$ cat config.mk
export PLATFORM = sky130hd
export DESIGN_NAME = bcbd_break_unit
export DESIGN_NICKNAME = d
export VERILOG_FILES = /design/src/common/bcbd_pkg.sv /design/src/common/bcbd_cyc_if.sv /design/src/design/bcbd_break_unit.sv /design/src/design/bcbd_attr_match.sv /design/src/design/bcbd_addr_match.sv
export SDC_FILE = /design/constraint.sdc
export NUM_CORES = 1
export LEC_CHECK = 0
export BUFFER_PORTS_ARGS = -buffer_cell sky130_fd_sc_hd__buf_4
export CORE_AREA = 2 2 135 137
export CTS_CLUSTER_DIAMETER = 30
export DETAILED_ROUTE_END_ITERATION = 10
export DIE_AREA = 0 0 137 139
export PLACE_DENSITY = 0.8
export SETUP_SLACK_MARGIN = 0.05
export SLEW_MARGIN = 10
export SYNTH_ARGS = -nofsm -noshare
export SYNTH_HDL_FRONTEND = slang
export SYNTH_SLANG_ARGS = --single-unit
export TNS_END_PERCENT = 20
$ cat constraint.sdc
create_clock -name clk_sys -period 3.4 [get_ports clk_sys]
set_clock_uncertainty 0.05 [all_clocks]
set_input_delay 0.68 -clock clk_sys [delete_from_list [all_inputs] [get_ports clk_sys]]
set_output_delay 0.68 -clock clk_sys [all_outputs]
set_load 0.01 [all_outputs]
$ cat src/common/bcbd_pkg.sv
package bcbd_pkg;
  // ==========================================
  // register indices (byte address = 4 * index)
  localparam logic [4:0] IDX_ADDR_HI = 5'h00;
  localparam logic [4:0] IDX_ADDR_LO = 5'h02;
  localparam logic [4:0] IDX_MASK_HI = 5'h04;
  localparam logic [4:0] IDX_MASK_LO = 5'h06;
  localparam logic [4:0] IDX_CYC_SEL = 5'h08;
  localparam logic [4:0] IDX_STATUS = 5'h0A;
  localparam logic [4:0] IDX_PC_HI = 5'h0C;
  localparam logic [4:0] IDX_PC_LO = 5'h0E;
  // ==========================================
  // reset values and write masks
  localparam logic [15:0] HALF_RST = 16'h0000;
  localparam logic [15:0] CYC_SEL_RST = 16'h0000;
  localparam logic [15:0] CYC_SEL_WMASK = 16'h00FF;
  localparam logic [31:0] PC_RST = 32'h0000_0000;
  localparam logic [31:0] RDATA_RST = 32'h0000_0000;
  localparam logic [3:0] LVL_RST = 4'h0;
  // ==========================================
  // field positions of break_cycle_select
  localparam int SRC_LSB = 6;
  localparam int CLS_LSB = 4;
  localparam int DIR_LSB = 2;
  localparam int SIZE_LSB = 0;
  // status bit positions
  localparam int ST_PEND_BIT = 0;
  localparam int ST_SECOND_BIT = 1;
  localparam int ST_DATA_BIT = 2;
  // ==========================================
  // operand size codes
  typedef enum logic [1:0] {
    SZ_ANY = 2'b00,
    SZ_BYTE = 2'b01,
    SZ_WORD = 2'b10,
    SZ_LONG = 2'b11
  } bcbd_size_t;
  // ==========================================
  // priority and address step
  localparam logic [3:0] BRK_PRIO = 4'hF;
  localparam logic [3:0] ACCEPT_MAX = 4'hE;
  localparam logic [31:0] INSTR_STEP = 32'h0000_0002;
endpackage

$ cat src/common/bcbd_cyc_if.sv
`timescale 1ns/1ps
`default_nettype none
interface bcbd_cyc_if;
  logic isDma;
  logic isFetch;
  logic isWrite;
  logic [1:0] size;
  logic [7:0] cycSel;
  logic hit;
  modport mon (output isDma, output isFetch, output isWrite, output size,
    output cycSel, input hit);
  modport chk (input isDma, input isFetch, input isWrite, input size,
    input cycSel, output hit);
endinterface
`default_nettype wire

$ cat src/design/bcbd_break_unit.sv
// The implementer's own choices: the register addresses and the Avalon-MM register port.
`timescale 1ns/1ps
`default_nettype none
module bcbd_break_unit #(
  parameter int AW = 32
) (
  input wire logic clk_sys,
  input wire logic resetn,
  input wire logic ce,
  input wire logic [4:0] address,
  input wire logic read,
  input wire logic write,
  input wire logic [3:0] byteenable,
  input wire logic [31:0] writedata,
  output logic [31:0] readdata,
  output logic waitrequest,
  input wire logic busValid,
  input wire logic [AW-1:0] busAddr,
  input wire logic busIsDma,
  input wire logic busIsFetch,
  input wire logic busIsWrite,
  input wire logic [1:0] busSize,
  input wire logic fetchPair,
  input wire logic [3:0] intMaskLevel,
  input wire logic cpuInhibit,
  input wire logic [AW-1:0] cpuNextPc,
  input wire logic intAck,
  output logic brkReq,
  output logic [3:0] brkLevel,
  output logic [AW-1:0] savedPc
);
  // ==========================================
  // bus slave state
  typedef enum logic [1:0] {
    ST_IDLE = 2'b00,
    ST_ANSWER = 2'b01
  } bcbd_state_t;
  bcbd_state_t state_reg;
  bcbd_state_t state_next;
  logic [31:0] rdata_reg;
  logic [31:0] rdata_next;
  logic wait_reg;
  logic doWrite;
  // ==========================================
  // break condition registers
  logic [15:0] addrHi_reg;
  logic [15:0] addrLo_reg;
  logic [15:0] maskHi_reg;
  logic [15:0] maskLo_reg;
  logic [15:0] cycSel_reg;
  // ==========================================
  // break tracking
  logic pend_reg;
  logic pend_next;
  logic req_reg;
  logic [3:0] lvl_reg;
  logic second_reg;
  logic dataBrk_reg;
  logic [AW-1:0] cand_reg;
  logic [AW-1:0] pc_reg;
  logic [AW-1:0] brkAddr;
  logic [AW-1:0] brkMask;
  logic [AW-1:0] addr2;
  logic hitFirst;
  logic hitSecond;
  logic attrHit;
  logic matchFirst;
  logic matchSecond;
  logic anyMatch;
  logic accept;

  // ==========================================
  // byte lane merge
  function automatic logic [15:0] merge16(
    input logic [15:0] old,
    input logic [31:0] wd,
    input logic [3:0] be
  );
    logic [15:0] res;
    res = old;
    if (be[0]) begin
      res[7:0] = wd[7:0];
    end
    if (be[1]) begin
      res[15:8] = wd[15:8];
    end
    return res;
  endfunction

  // ==========================================
  // write strobe decode per register index
  function automatic logic regWr(
    input logic [4:0] idx
  );
    return doWrite && (address == idx);
  endfunction

  // ==========================================
  // avalon handshake
  always_comb begin
    state_next = state_reg;
    case (state_reg)
      ST_IDLE: begin
        if (read || write) begin
          state_next = ST_ANSWER;
        end
      end
      ST_ANSWER: begin
        state_next = ST_IDLE;
      end
      default: begin
        state_next = ST_IDLE;
      end
    endcase
  end

  assign doWrite = write && (state_reg == ST_ANSWER);

  always_ff @(posedge clk_sys or negedge resetn) begin
    if (!resetn) begin
      state_reg <= ST_IDLE;
    end else if (ce) begin
      state_reg <= state_next;
    end
  end

  always_ff @(posedge clk_sys or negedge resetn) begin
    if (!resetn) begin
      wait_reg <= 1'b1;
    end else if (ce) begin
      wait_reg <= !(state_reg == ST_IDLE && (read || write));
    end
  end

  // ==========================================
  // read mux, unmapped reads as zero
  always_comb begin
    rdata_next = 32'h0000_0000;
    case (address)
      bcbd_pkg::IDX_ADDR_HI: rdata_next[15:0] = addrHi_reg;
      bcbd_pkg::IDX_ADDR_LO: rdata_next[15:0] = addrLo_reg;
      bcbd_pkg::IDX_MASK_HI: rdata_next[15:0] = maskHi_reg;
      bcbd_pkg::IDX_MASK_LO: rdata_next[15:0] = maskLo_reg;
      bcbd_pkg::IDX_CYC_SEL: rdata_next[15:0] = cycSel_reg;
      bcbd_pkg::IDX_STATUS: begin
        rdata_next[bcbd_pkg::ST_PEND_BIT] = pend_reg;
        rdata_next[bcbd_pkg::ST_SECOND_BIT] = second_reg;
        rdata_next[bcbd_pkg::ST_DATA_BIT] = dataBrk_reg;
      end
      bcbd_pkg::IDX_PC_HI: rdata_next[15:0] = pc_reg[31:16];
      bcbd_pkg::IDX_PC_LO: rdata_next[15:0] = pc_reg[15:0];
      default: rdata_next = 32'h0000_0000;
    endcase
  end

  always_ff @(posedge clk_sys or negedge resetn) begin
    if (!resetn) begin
      rdata_reg <= bcbd_pkg::RDATA_RST;
    end else if (ce) begin
      if (read && state_reg == ST_IDLE) begin
        rdata_reg <= rdata_next;
      end
    end
  end

  // ==========================================
  // address and mask halves
  always_ff @(posedge clk_sys or negedge resetn) begin
    if (!resetn) begin
      addrHi_reg <= bcbd_pkg::HALF_RST;
      addrLo_reg <= bcbd_pkg::HALF_RST;
    end else if (ce) begin
      if (regWr(bcbd_pkg::IDX_ADDR_HI)) begin
        addrHi_reg <= merge16(addrHi_reg, writedata, byteenable);
      end
      if (regWr(bcbd_pkg::IDX_ADDR_LO)) begin
        addrLo_reg <= merge16(addrLo_reg, writedata, byteenable);
      end
    end
  end

  always_ff @(posedge clk_sys or negedge resetn) begin
    if (!resetn) begin
      maskHi_reg <= bcbd_pkg::HALF_RST;
      maskLo_reg <= bcbd_pkg::HALF_RST;
    end else if (ce) begin
      if (regWr(bcbd_pkg::IDX_MASK_HI)) begin
        maskHi_reg <= merge16(maskHi_reg, writedata, byteenable);
      end
      if (regWr(bcbd_pkg::IDX_MASK_LO)) begin
        maskLo_reg <= merge16(maskLo_reg, writedata, byteenable);
      end
    end
  end

  // ==========================================
  // cycle select, only resetn clears it
  always_ff @(posedge clk_sys or negedge resetn) begin
    if (!resetn) begin
      cycSel_reg <= bcbd_pkg::CYC_SEL_RST;
    end else if (ce && regWr(bcbd_pkg::IDX_CYC_SEL)) begin
      cycSel_reg <= merge16(cycSel_reg, writedata, byteenable)
        & bcbd_pkg::CYC_SEL_WMASK;
    end
  end

  // ==========================================
  // match logic
  assign brkAddr = {addrHi_reg, addrLo_reg};
  assign brkMask = {maskHi_reg, maskLo_reg};
  assign addr2 = busAddr + AW'(bcbd_pkg::INSTR_STEP);

  bcbd_cyc_if cycBus ();
  assign cycBus.isDma = busIsDma;
  assign cycBus.isFetch = busIsFetch;
  assign cycBus.isWrite = busIsWrite;
  assign cycBus.size = busSize;
  assign cycBus.cycSel = cycSel_reg[7:0];
  assign attrHit = cycBus.hit;

  bcbd_attr_match uAttr (
    .cyc(cycBus.chk)
  );

  bcbd_addr_match #(.AW(AW)) uAddrFirst (
    .addr(busAddr),
    .brkAddr(brkAddr),
    .brkMask(brkMask),
    .hit(hitFirst)
  );

  bcbd_addr_match #(.AW(AW)) uAddrSecond (
    .addr(addr2),
    .brkAddr(brkAddr),
    .brkMask(brkMask),
    .hit(hitSecond)
  );

  assign matchFirst = busValid && attrHit && hitFirst;
  assign matchSecond = busValid && attrHit && busIsFetch && fetchPair
    && hitSecond && !hitFirst;
  assign anyMatch = matchFirst || matchSecond;
  assign accept = req_reg && intAck;

  // ==========================================
  // pending flag, a new match beats the ack
  always_comb begin
    pend_next = pend_reg;
    if (accept) begin
      pend_next = 1'b0;
    end
    if (anyMatch) begin
      pend_next = 1'b1;
    end
  end

  always_ff @(posedge clk_sys or negedge resetn) begin
    if (!resetn) begin
      pend_reg <= 1'b0;
    end else if (ce) begin
      pend_reg <= pend_next;
    end
  end

  // ==========================================
  // request offered only below level 15
  always_ff @(posedge clk_sys or negedge resetn) begin
    if (!resetn) begin
      req_reg <= 1'b0;
    end else if (ce) begin
      req_reg <= pend_next && (intMaskLevel <= bcbd_pkg::ACCEPT_MAX);
    end
  end

  always_ff @(posedge clk_sys or negedge resetn) begin
    if (!resetn) begin
      lvl_reg <= bcbd_pkg::LVL_RST;
    end else if (ce) begin
      lvl_reg <= bcbd_pkg::BRK_PRIO;
    end
  end

  // ==========================================
  // candidate pc of the held break
  always_ff @(posedge clk_sys or negedge resetn) begin
    if (!resetn) begin
      cand_reg <= AW'(bcbd_pkg::PC_RST);
    end else if (ce && anyMatch && (!pend_reg || accept)) begin
      cand_reg <= matchFirst ? busAddr : addr2;
    end
  end

  // ==========================================
  // status bits of the held break
  always_ff @(posedge clk_sys or negedge resetn) begin
    if (!resetn) begin
      second_reg <= 1'b0;
      dataBrk_reg <= 1'b0;
    end else if (ce && anyMatch && (!pend_reg || accept)) begin
      second_reg <= !matchFirst;
      dataBrk_reg <= !busIsFetch;
    end
  end

  // ==========================================
  // pc saved when the break is accepted
  always_ff @(posedge clk_sys or negedge resetn) begin
    if (!resetn) begin
      pc_reg <= AW'(bcbd_pkg::PC_RST);
    end else if (ce && accept) begin
      if (dataBrk_reg) begin
        pc_reg <= cpuNextPc;
      end else if (cpuInhibit) begin
        pc_reg <= cpuNextPc;
      end else begin
        pc_reg <= cand_reg;
      end
    end
  end

  // ==========================================
  // outputs
  assign readdata = rdata_reg;
  assign waitrequest = wait_reg;
  assign brkReq = req_reg;
  assign brkLevel = lvl_reg;
  assign savedPc = pc_reg;
endmodule
`default_nettype wire

$ cat src/design/bcbd_attr_match.sv
`timescale 1ns/1ps
`default_nettype none
module bcbd_attr_match (
  bcbd_cyc_if.chk cyc
);
  // ==========================================
  // attribute decode
  logic [1:0] srcSel;
  logic [1:0] clsSel;
  logic [1:0] dirSel;
  logic [1:0] sizeSel;
  logic [1:0] effSize;
  logic srcOk;
  logic clsOk;
  logic dirOk;
  logic sizeOk;
  assign srcSel = cyc.cycSel[bcbd_pkg::SRC_LSB +: 2];
  assign clsSel = cyc.cycSel[bcbd_pkg::CLS_LSB +: 2];
  assign dirSel = cyc.cycSel[bcbd_pkg::DIR_LSB +: 2];
  assign sizeSel = cyc.cycSel[bcbd_pkg::SIZE_LSB +: 2];
  assign srcOk = cyc.isDma ? srcSel[1] : srcSel[0];
  assign clsOk = cyc.isFetch ? clsSel[0] : clsSel[1];
  assign dirOk = cyc.isWrite ? dirSel[1] : dirSel[0];
  // fetches always count as word size
  assign effSize = cyc.isFetch ? bcbd_pkg::SZ_WORD : cyc.size;
  assign sizeOk = (sizeSel == bcbd_pkg::SZ_ANY) || (sizeSel == effSize);
  assign cyc.hit = srcOk && clsOk && dirOk && sizeOk;
endmodule
`default_nettype wire

$ cat src/design/bcbd_addr_match.sv
`timescale 1ns/1ps
`default_nettype none
module bcbd_addr_match #(
  parameter int AW = 32
) (
  input wire logic [AW-1:0] addr,
  input wire logic [AW-1:0] brkAddr,
  input wire logic [AW-1:0] brkMask,
  output logic hit
);
  // ==========================================
  // masked compare, mask bit 1 drops the bit
  assign hit = ((addr ^ brkAddr) & ~brkMask) == '0;
endmodule
`default_nettype wire

# After elaboration in Yosys (flattened, before gate mapping)
# Cells that the tools add are included.
[totals] reg_bits=160 wordCells=97 out_inout_bits=70
[classes] reduce_logical=48 n_eq_ne=10 n_mux=13 bitwise_logic=5 n_addsub=1 order_cmp=1
[op_table] cell="2-to-1 mux 32 bit" count=3
[op_table] cell="case mux 13 bit (7 select lines)" count=1
[op_table] cell="bitwise AND 32 bit" count=2
[op_table] cell="zero test 32 bit" count=2
[op_table] cell="bitwise XOR 32 bit" count=2
[op_table] cell="adder 32 x 2 -> 32 bit (second input constant)" count=1
[op_table] cell="inverter 32 bit" count=1
[op_table] cell="case mux 3 bit (8 select lines)" count=1
[op_table] cell="AND reduction 3 bit" count=8
[op_table] cell="logical AND 1 bit" count=23
[op_table] cell="equality test 5 x 4 -> 1 bit (second input constant)" count=4
[op_table] cell="equality test 5 x 3 -> 1 bit (second input constant)" count=2
[op_table] cell="2-to-1 mux 2 bit" count=3
[op_table] cell="AND reduction 2 bit" count=3
[op_table] cell="equality test 5 x 2 -> 1 bit (second input constant)" count=1
[op_table] cell="zero test 1 bit" count=5
[op_table] cell="zero test 5 bit" count=1
[op_table] cell="2-to-1 mux 1 bit" count=5
[op_table] cell="<= comparator 4 bit (second input constant)" count=1
[op_table] cell="zero test 2 bit" count=2
[op_table] cell="logical OR 1 bit" count=4
[op_table] cell="equality test 2 x 1 -> 1 bit (second input constant)" count=1
[op_table] cell="equality test 2 bit" count=1
[op_table] cell="inequality test 2 x 1 -> 1 bit (second input constant)" count=1

# Depth between registers and ports, before layout
# Gate-level depths: netlist of run 1.
[logic_depth] ltp_word=12 ltp_mapped=12

# Modules after synthesis
# From an unflattened synthesis of run 1, not the netlist that was laid out.
[hier_totals] cells_unflattened=877 area_unflattened_um2=9186.3
[by_module_without_submodules] mod="bcbd_break_unit" area_each_um2=8281.7 cells_each=761 n_inst=1 seq_area_each_um2=3980.1
[by_module_without_submodules] mod="bcbd_addr_match" area_each_um2=414.1 cells_each=53 n_inst=2 seq_area_each_um2=0.0
[by_module_without_submodules] mod="bcbd_attr_match" area_each_um2=76.3 cells_each=10 n_inst=1 seq_area_each_um2=0.0

# Worst setup path after synthesis of run 1
# Ideal clock, no wire load.
[synth_path] kind="input -> register" startpoint="input busAddr[1]" endpoint="register cand_reg[0]" required_time_ns=3.225 arrival_ns=3.354 setup_slack_ns=-0.129 path_stages=11 path_cell_list="ha_1 nand3_2 nor4_4 and4_1 mux2i_1 o2111ai_2 nor4b_4 nand3_4 a21oi_4 buf_12 mux2_4"
[synth_via] elab_chain_len=9
[synth_rtl] item="from (decl)" line_no="bcbd_break_unit.sv:18" text="input wire logic [AW-1:0] busAddr,"
[synth_rtl] item="adder 32 x 2 -> 32 bit" line_no="bcbd_break_unit.sv:211" text="assign addr2 = busAddr + AW'(bcbd_pkg::INSTR_STEP);"
[synth_rtl] item="bitwise XOR 32 bit" line_no="bcbd_addr_match.sv:13" text="assign hit = ((addr ^ brkAddr) & ~brkMask) == '0;"
[synth_rtl] item="bitwise AND 32 bit" line_no="bcbd_addr_match.sv:13"
[synth_rtl] item="zero test 32 bit" line_no="bcbd_addr_match.sv:13"
[synth_rtl] item="logical AND 1 bit (2 in series)" line_no="bcbd_break_unit.sv:241" text="&& hitSecond && !hitFirst;"
[synth_rtl] item="logical OR 1 bit" line_no="bcbd_break_unit.sv:242" text="assign anyMatch = matchFirst || matchSecond;"
[synth_rtl] item="logical AND 1 bit (2 in series)" line_no="bcbd_break_unit.sv:288" text="end else if (ce && anyMatch && (!pend_reg || accept)) begin"
[synth_rtl] item="to (signal assigned)" line_no="bcbd_break_unit.sv:287" text="cand_reg <= AW'(bcbd_pkg::PC_RST);"
[synth_rtl] item="to (signal assigned)" line_no="bcbd_break_unit.sv:289" text="cand_reg <= matchFirst ? busAddr : addr2;"
[synth_rtl] item="to (decl)" line_no="bcbd_break_unit.sv:59" text="logic [AW-1:0] cand_reg;"
# Several ways; a longest one is shown, not always the timed one.
# A chain may end at the register's enable or synchronous reset.

# Worst setup path after layout of run 1
[layout_path] startpoint="input busAddr[5]" endpoint="register cand_reg[18]"
# The elaborated chain is that of the path after synthesis.

==> results.json, run 1 <==
{
  "die_w_um": 137,
  "stdcell_count": 1418,
  "startpoint": "busAddr[5]",
  "ys_warn_count": 0,
  "synth_mux_area_share_pct": 22.3,
  "slew_headroom_pct": 54.7,
  "min_period_over_period_pct": 94.0,
  "insertion_delay_ns": 0.44,
  "drc_errors": 0,
  "cts_hold_buf": 0,
  "status": "finished clean",
  "synthFlopType": "dfrtp_1",
  "synth_top_cell_by_area": "dfrtp_1",
  "cp_common_cell": "buf_4",
  "rr_endpoint": "cand_reg[5]",
  "setup.worst_path.class": "in -> reg",
  "slowest_delay_ns": 0.40,
  "synthArstFlopShare_pct": 100,
  "drt_first_iter_violations": 836,
  "ys_seq_elements": 159,
  "cp.required_ns": 3.67,
  "ir_drop_mv": 0.366,
  "viasPerCell": 6.08,
  "p_leak_uw": 0.00592,
  "dpl.hpwl_um": 26700,
  "fmax_mhz": 313,
  "worstHoldPathType": "in -> async",
  "dieHeight_um": 139,
  "ios": 193,
  "grt_max_degree": 75,
  "ys_seq_area_share_pct": 41.3,
  "synth_area_leaders": "dfrtp_1, mux2_2, mux2i_1",
  "worst_pin_slew_ns": 0.680,
  "max_cap_violations": 0,
  "slew_viol_final": 0,
  "r2r_cells": 12,
  "cts_tree": "yes",
  "synth_area_um2": 9640,
  "cts.sinks": 159,
  "synth_xor_area_share_pct": 6.24,
  "post-route-min-period_ns": 3.19,
  "nets": 1301,
  "synth_edf_count": 0,
  "endpoint_kind": "flop",
  "row_count": 49,
  "clk_pin_slew_ns": 0.07,
  "rsz0062_at_grt": "false",
  "initial_core_util_pct": 54.6,
  "avgSynthCellArea_um2": 10.4,
  "cts_buffers": 17,
  "cp_max_fo": 17,
  "vias": 8616,
  "grt_overflow": 0,
  "routed_wl_um": 33600,
  "place.port_buffers": 158,
  "hold_viol_final": 0,
  "synth_top_area_share_pct": 41.0,
  "synth_top_family_by_area": "multiplexers",
  "grtUsageTotal_pct": 36.0,
  "reg2reg_setup_slack_ns": 0.24,
  "layout-drive-gt1-share_pct": 38.2,
  "start_kind": "primary input",
  "drt-wirelength-per-cell_um": 23.7,
  "crit_arrival_ns": 3.46,
  "ctsRootBufferMaster": "clkbuf_16",
  "placed_cells": 1386,
  "fin_tns_setup_ns": 0,
  "synth_cell_type_count": 70,
  "cellPowerDensity_nw_per_um2": 417,
  "antenna_left": 0,
  "synthCells": 928,
  "grt_pass1_wl_um": 49800,
  "p_total_uw": 5200,
  "die_area_um2": 19000,
  "postCtsSetupBuffers": 0,
  "clockBufferDepth": 2,
  "synth_compound_area_share_pct": 9.03,
  "path_cells": "buf_4, buf_4, and4_1, nand2_1, nor4_2, buf_4, mux2i_1, buf_4, o2111ai_1, nor4_2, and2_1, buf_12, mux2i_1, nand3_1",
  "synth_simple_gate_area_share_pct": 16.5,
  "cts-resized-gates": 0,
  "antenna_found_initial": 0,
  "diodes": 0,
  "drt_pass1_iterations": 5,
  "htree_levels": 4,
  "core_um2": 17700,
  "crit_path_top_delay_cell": "nor4_2",
  "setup_viol": 0,
  "synthAdderAreaFrac_pct": 0.259,
  "gp_congestion": 1.00,
  "grt_pass1_vias": 8220,
  "area_delta_synth_final_pct": 29.4,
  "r2r-start": "cycSel_reg[6]"
}
[synthesized netlist by cell type (3+ instances only)]
cell type / instances
a21oi_1: 8
a221oi_1: 3
and2_1: 6
and3_1: 10
and4_1: 6
buf_1: 3
buf_2: 8
buf_4: 20
clkbuf_1: 35
dfrtp_1: 158
inv_1: 9
mux2_2: 75
mux2_4: 20
mux2i_1: 76
mux4_2: 11
nand2_1: 112
nand2b_1: 3
nand3_1: 20
nand4_1: 23
nor2_1: 45
nor2b_1: 16
nor3_1: 9
nor4_1: 10
nor4_2: 4
o2111ai_1: 4
o211ai_1: 15
o21ai_0: 82
o22ai_1: 15
or2_2: 6
or3_1: 3
xnor2_1: 52
xor2_1: 13
[where the power goes]
group          switching, µW  internal, µW
clock                    913          1200
sequential               135          2010
combinational            498           445
[worst max path at each step]
stage,slack [ns],end
6_report,0.21,cand_reg[18]
5_1_grt,0.08,cand_reg[18]
4_1_cts,0.23,cand_reg[5]
3_5_place_dp,-0.21,cand_reg[5]
3_3_place_gp,-0.21,cand_reg[5]
2_1_floorplan,0.05,cand_reg[0]
[worst max-delay path: cells and delay by family]
kind	cells	cell delay [ns]
AO/OA/AOI/OAI	1	0.19
buffers and inverters	5	0.75
multiplexers	2	0.49
AND/OR/NAND/NOR	6	1.36
[routing by layer]
metal	share of wire, %	track usage [%]	up-vias
li1	-	-	3829
met5	0	0	-
met4	4.9	17.0	0
met1	42	49.7	4238
met2	46	54.7	470
met3	7.8	6.76	79
[cell type report]
cell class              instances  area (µm²)
repair buffers                283        2180
well taps                     229         287
inverters                       9        33.8
clock inverters                15         211
multi-input cells             706        5360
flip-flops and latches        159        3980
fillers                      1355        5180
clock buffers                  17         425
[cell families (layout without fill, tap and decap cells)]
group,Yosys count,in the layout
other,1,16
AOI/OAI and AO/OA,144,144
xor gates and xnor gates,67,67
buffers and inverters,78,324
adders and majority gates,2,2
muxes,182,182
DFF,159,159
and+or+nand+nor,295,295
[layout by cell type (no fill, tap or decap), drive strengths merged, types with 5 or more instances in the layout]
master   Yosys  routed
dfrtp      158     158
and3        10      10
mux2        95      95
nor4        16      16
nand3       23      23
nor2b       16      16
xor2        13      13
clkbuf      35      17
nand2      112     112
conb         1      16
nand4       26      26
o211ai      15      15
xnor2       54      54
and2         6       6
buf         34     283
mux2i       76      76
o22ai       15      15
o2111ai      5       5
mux4        11      11
nor2        45      45
nor3        10      10
and4         6       6
o21ai       83      83
inv          9      19
a21oi        9       9
or2          7       7
[stage by stage]
step / worst slack [ns] / utilization (%) / cell area (µm²) / hold WS, ns
6_report: 0.205 / 70.7 / 12500 / 0.219
5_1_grt: 0.0815 / 70.7 / 12500 / 0.273
2_1_floorplan: 0.0512 / - / 9760 / 0.334
3_3_place_gp: -0.208 / 67.1 / 11800 / 0.415
3_5_place_dp: -0.209 / 67.1 / 11800 / 0.422
4_1_cts: 0.233 / 70.7 / 12500 / 0.243
Note: power is estimated with default switching activity, not from simulation.
==> run 2, diff against run 1 <==
--- a/config.mk
+++ b/config.mk
@@ -6,11 +6,11 @@
 export NUM_CORES = 1
 export LEC_CHECK = 0
 export BUFFER_PORTS_ARGS = -buffer_cell sky130_fd_sc_hd__buf_4
-export CORE_AREA = 2 2 135 137
+export CORE_AREA = 2 2 136 138
 export CTS_CLUSTER_DIAMETER = 30
 export DETAILED_ROUTE_END_ITERATION = 10
-export DIE_AREA = 0 0 137 139
-export PLACE_DENSITY = 0.8
+export DIE_AREA = 0 0 138 140
+export PLACE_DENSITY = 0.79
 export SETUP_SLACK_MARGIN = 0.05
 export SLEW_MARGIN = 10
 export SYNTH_ARGS = -nofsm -noshare
==> results.json, run 2 (same netlist as run 1, synthesis figures left out) <==
{
  "status": "finished clean",
  "gp_congestion": 0.988,
  "dieHeight_um": 140,
  "crit_arrival_ns": 3.52,
  "dpl.hpwl_um": 26000,
  "cts_tree": "yes",
  "slew_headroom_pct": 45.2,
  "final_cell_mix": "buf_4, dfrtp_1, nand2_1, o21ai_0, mux2i_1",
  "vias": 8574,
  "rsz0062_at_grt": "false",
  "routed_wl_um": 33200,
  "drt_first_iter_violations": 1016,
  "fmax_mhz": 307,
  "worst_pin_slew_ns": 0.821,
  "max_cap_violations": 0,
  "min_period_over_period_pct": 95.9,
  "drt_pass1_iterations": 7,
  "row_count": 49,
  "cts-resized-gates": 0,
  "cellPowerDensity_nw_per_um2": 412,
  "cp.required_ns": 3.66,
  "crit_path_top_delay_cell": "or4_1",
  "clockBufferDepth": 2,
  "htree_levels": 4,
  "clk_pin_slew_ns": 0.06,
  "core_um2": 17800,
  "ctsRootBufferMaster": "clkbuf_16",
  "die_area_um2": 19300,
  "start_kind": "primary input",
  "viasPerCell": 6.09,
  "cts.sinks": 159,
  "slew_viol_final": 0,
  "setup_viol": 0,
  "grtUsageTotal_pct": 34.2,
  "fin_util_pct": 69.6,
  "initial_core_util_pct": 54.2,
  "ir_drop_mv": 0.362,
  "grt_pass1_wl_um": 49900,
  "insertion_delay_ns": 0.44,
  "ios": 193,
  "slowest_delay_ns": 0.55,
  "nets": 1292,
  "endpoint_kind": "flop",
  "drc_errors": 0,
  "drt-wirelength-per-cell_um": 23.5,
  "cp_max_fo": 15,
  "cp_common_cell": "buf_4",
  "whs_ns": 0.206,
  "place.port_buffers": 158,
  "antenna_left": 0,
  "cts_buffers": 17,
  "p_leak_uw": 0.00585,
  "die_w_um": 138,
  "path_buf_inv": 3,
  "crit_family": "simple AND/OR/NAND/NOR gates",
  "worstHoldPathType": "in -> async",
  "grt_overflow": 0,
  "path_cells": "buf_4, buf_4, xnor2_1, a21oi_1, o221ai_1, a211o_1, or4_1, nor4_2, and2_1, buf_12, mux2i_1, nand3_1",
  "grt_max_degree": 70,
  "final_common_cell": "buf_4",
  "post-route-min-period_ns": 3.26,
  "antenna_found_initial": 0,
  "area_delta_synth_final_pct": 28.3,
  "layout-drive-gt1-share_pct": 37.7,
  "grt_pass1_vias": 8374,
  "setup.worst_path.class": "in -> reg",
  "fin_tns_setup_ns": 0,
  "hold_viol_final": 0,
  "diodes": 0,
  "fill_cells": 1363
}
[run 2: cell count changes in the layout (fill, tap and decap cells not counted), moves of 2 or more]
cell / change
clkinvlp_4: +3
clkinv_4: +2
inv_8: -4
buf_4: -8
clkbuf_8: +3
[run 2: worst register-to-register path, cell delays in order, from the launching register on]
cell       delay, ns
dfrtp_1         0.39
mux2_2          0.17
nand2_1         0.06
a2111oi_0       0.52
buf_4           0.22
nor4bb_1        0.31
o21ai_0         0.18
nor3_2          0.28
nand3_4         0.13
a21oi_4         0.18
buf_12          0.25
mux2_2          0.36
[run 2: per-layer routing]
layer  up-vias  wire length (µm)  global-route usage [%]  share of wire [%]
met1      4189             13700                    46.6                 41
met3        83              3100                    7.76                9.3
met4         0              1240                    12.0                3.7
li1       3800                 -                       -                  -
met5         -                 0                       0                  0
met2       502             15100                    54.1                 46
[run 2: final timing paths]
check	start	end	slack, ns	cells past startpoint
min	resetn	maskHi_reg[6]	0.21	1
max in group asynchronous	resetn	waitrequest	2.32	2
max	busAddr[1]	cand_reg[19]	0.14	12
min reg2reg	readdata[4]	readdata[4]	0.43	2
max reg2reg	cycSel_reg[7]	cand_reg[3]	0.20	11
min in group clk_sys	readdata[4]	readdata[4]	0.43	2
[run 2: through the flow]
stage                     instances  power (µW)  cell area, µm²  setup WS, ns
after floorplan                 943        2570            9760        0.0512
after global placement         1376        3060           11800        -0.219
after detailed placement       1376        3090           11800        -0.288
after CTS                      1408        5080           12400         0.170
after global routing           1409        5250           12400        0.0579
final                          1409        5100           12400         0.141
[run 2: what timing repair did]
item                       CTS  global route
hold buffers                 0             0
setup buffers                0             1
setup endpoints to repair    0             1
[run 2: where the power goes]
group	total [µW]	internal, µW	switching, µW	leakage, µW
combinational	933	436	497	0.00339
clock	2020	1160	859	0.000292
sequential	2150	2010	136	0.00216
total	5100	3600	1490	0.00585
[run 2: cell type report]
class,instances,area (µm²),share of cell area [%]
inverters,9,33.8,0.273
clock inverters,12,146,1.18
multi-input cells,706,5360,43.3
flip-flops and latches,159,3980,32.2
clock buffers,20,467,3.77
well taps,229,287,2.32
repair buffers,274,2100,17.0
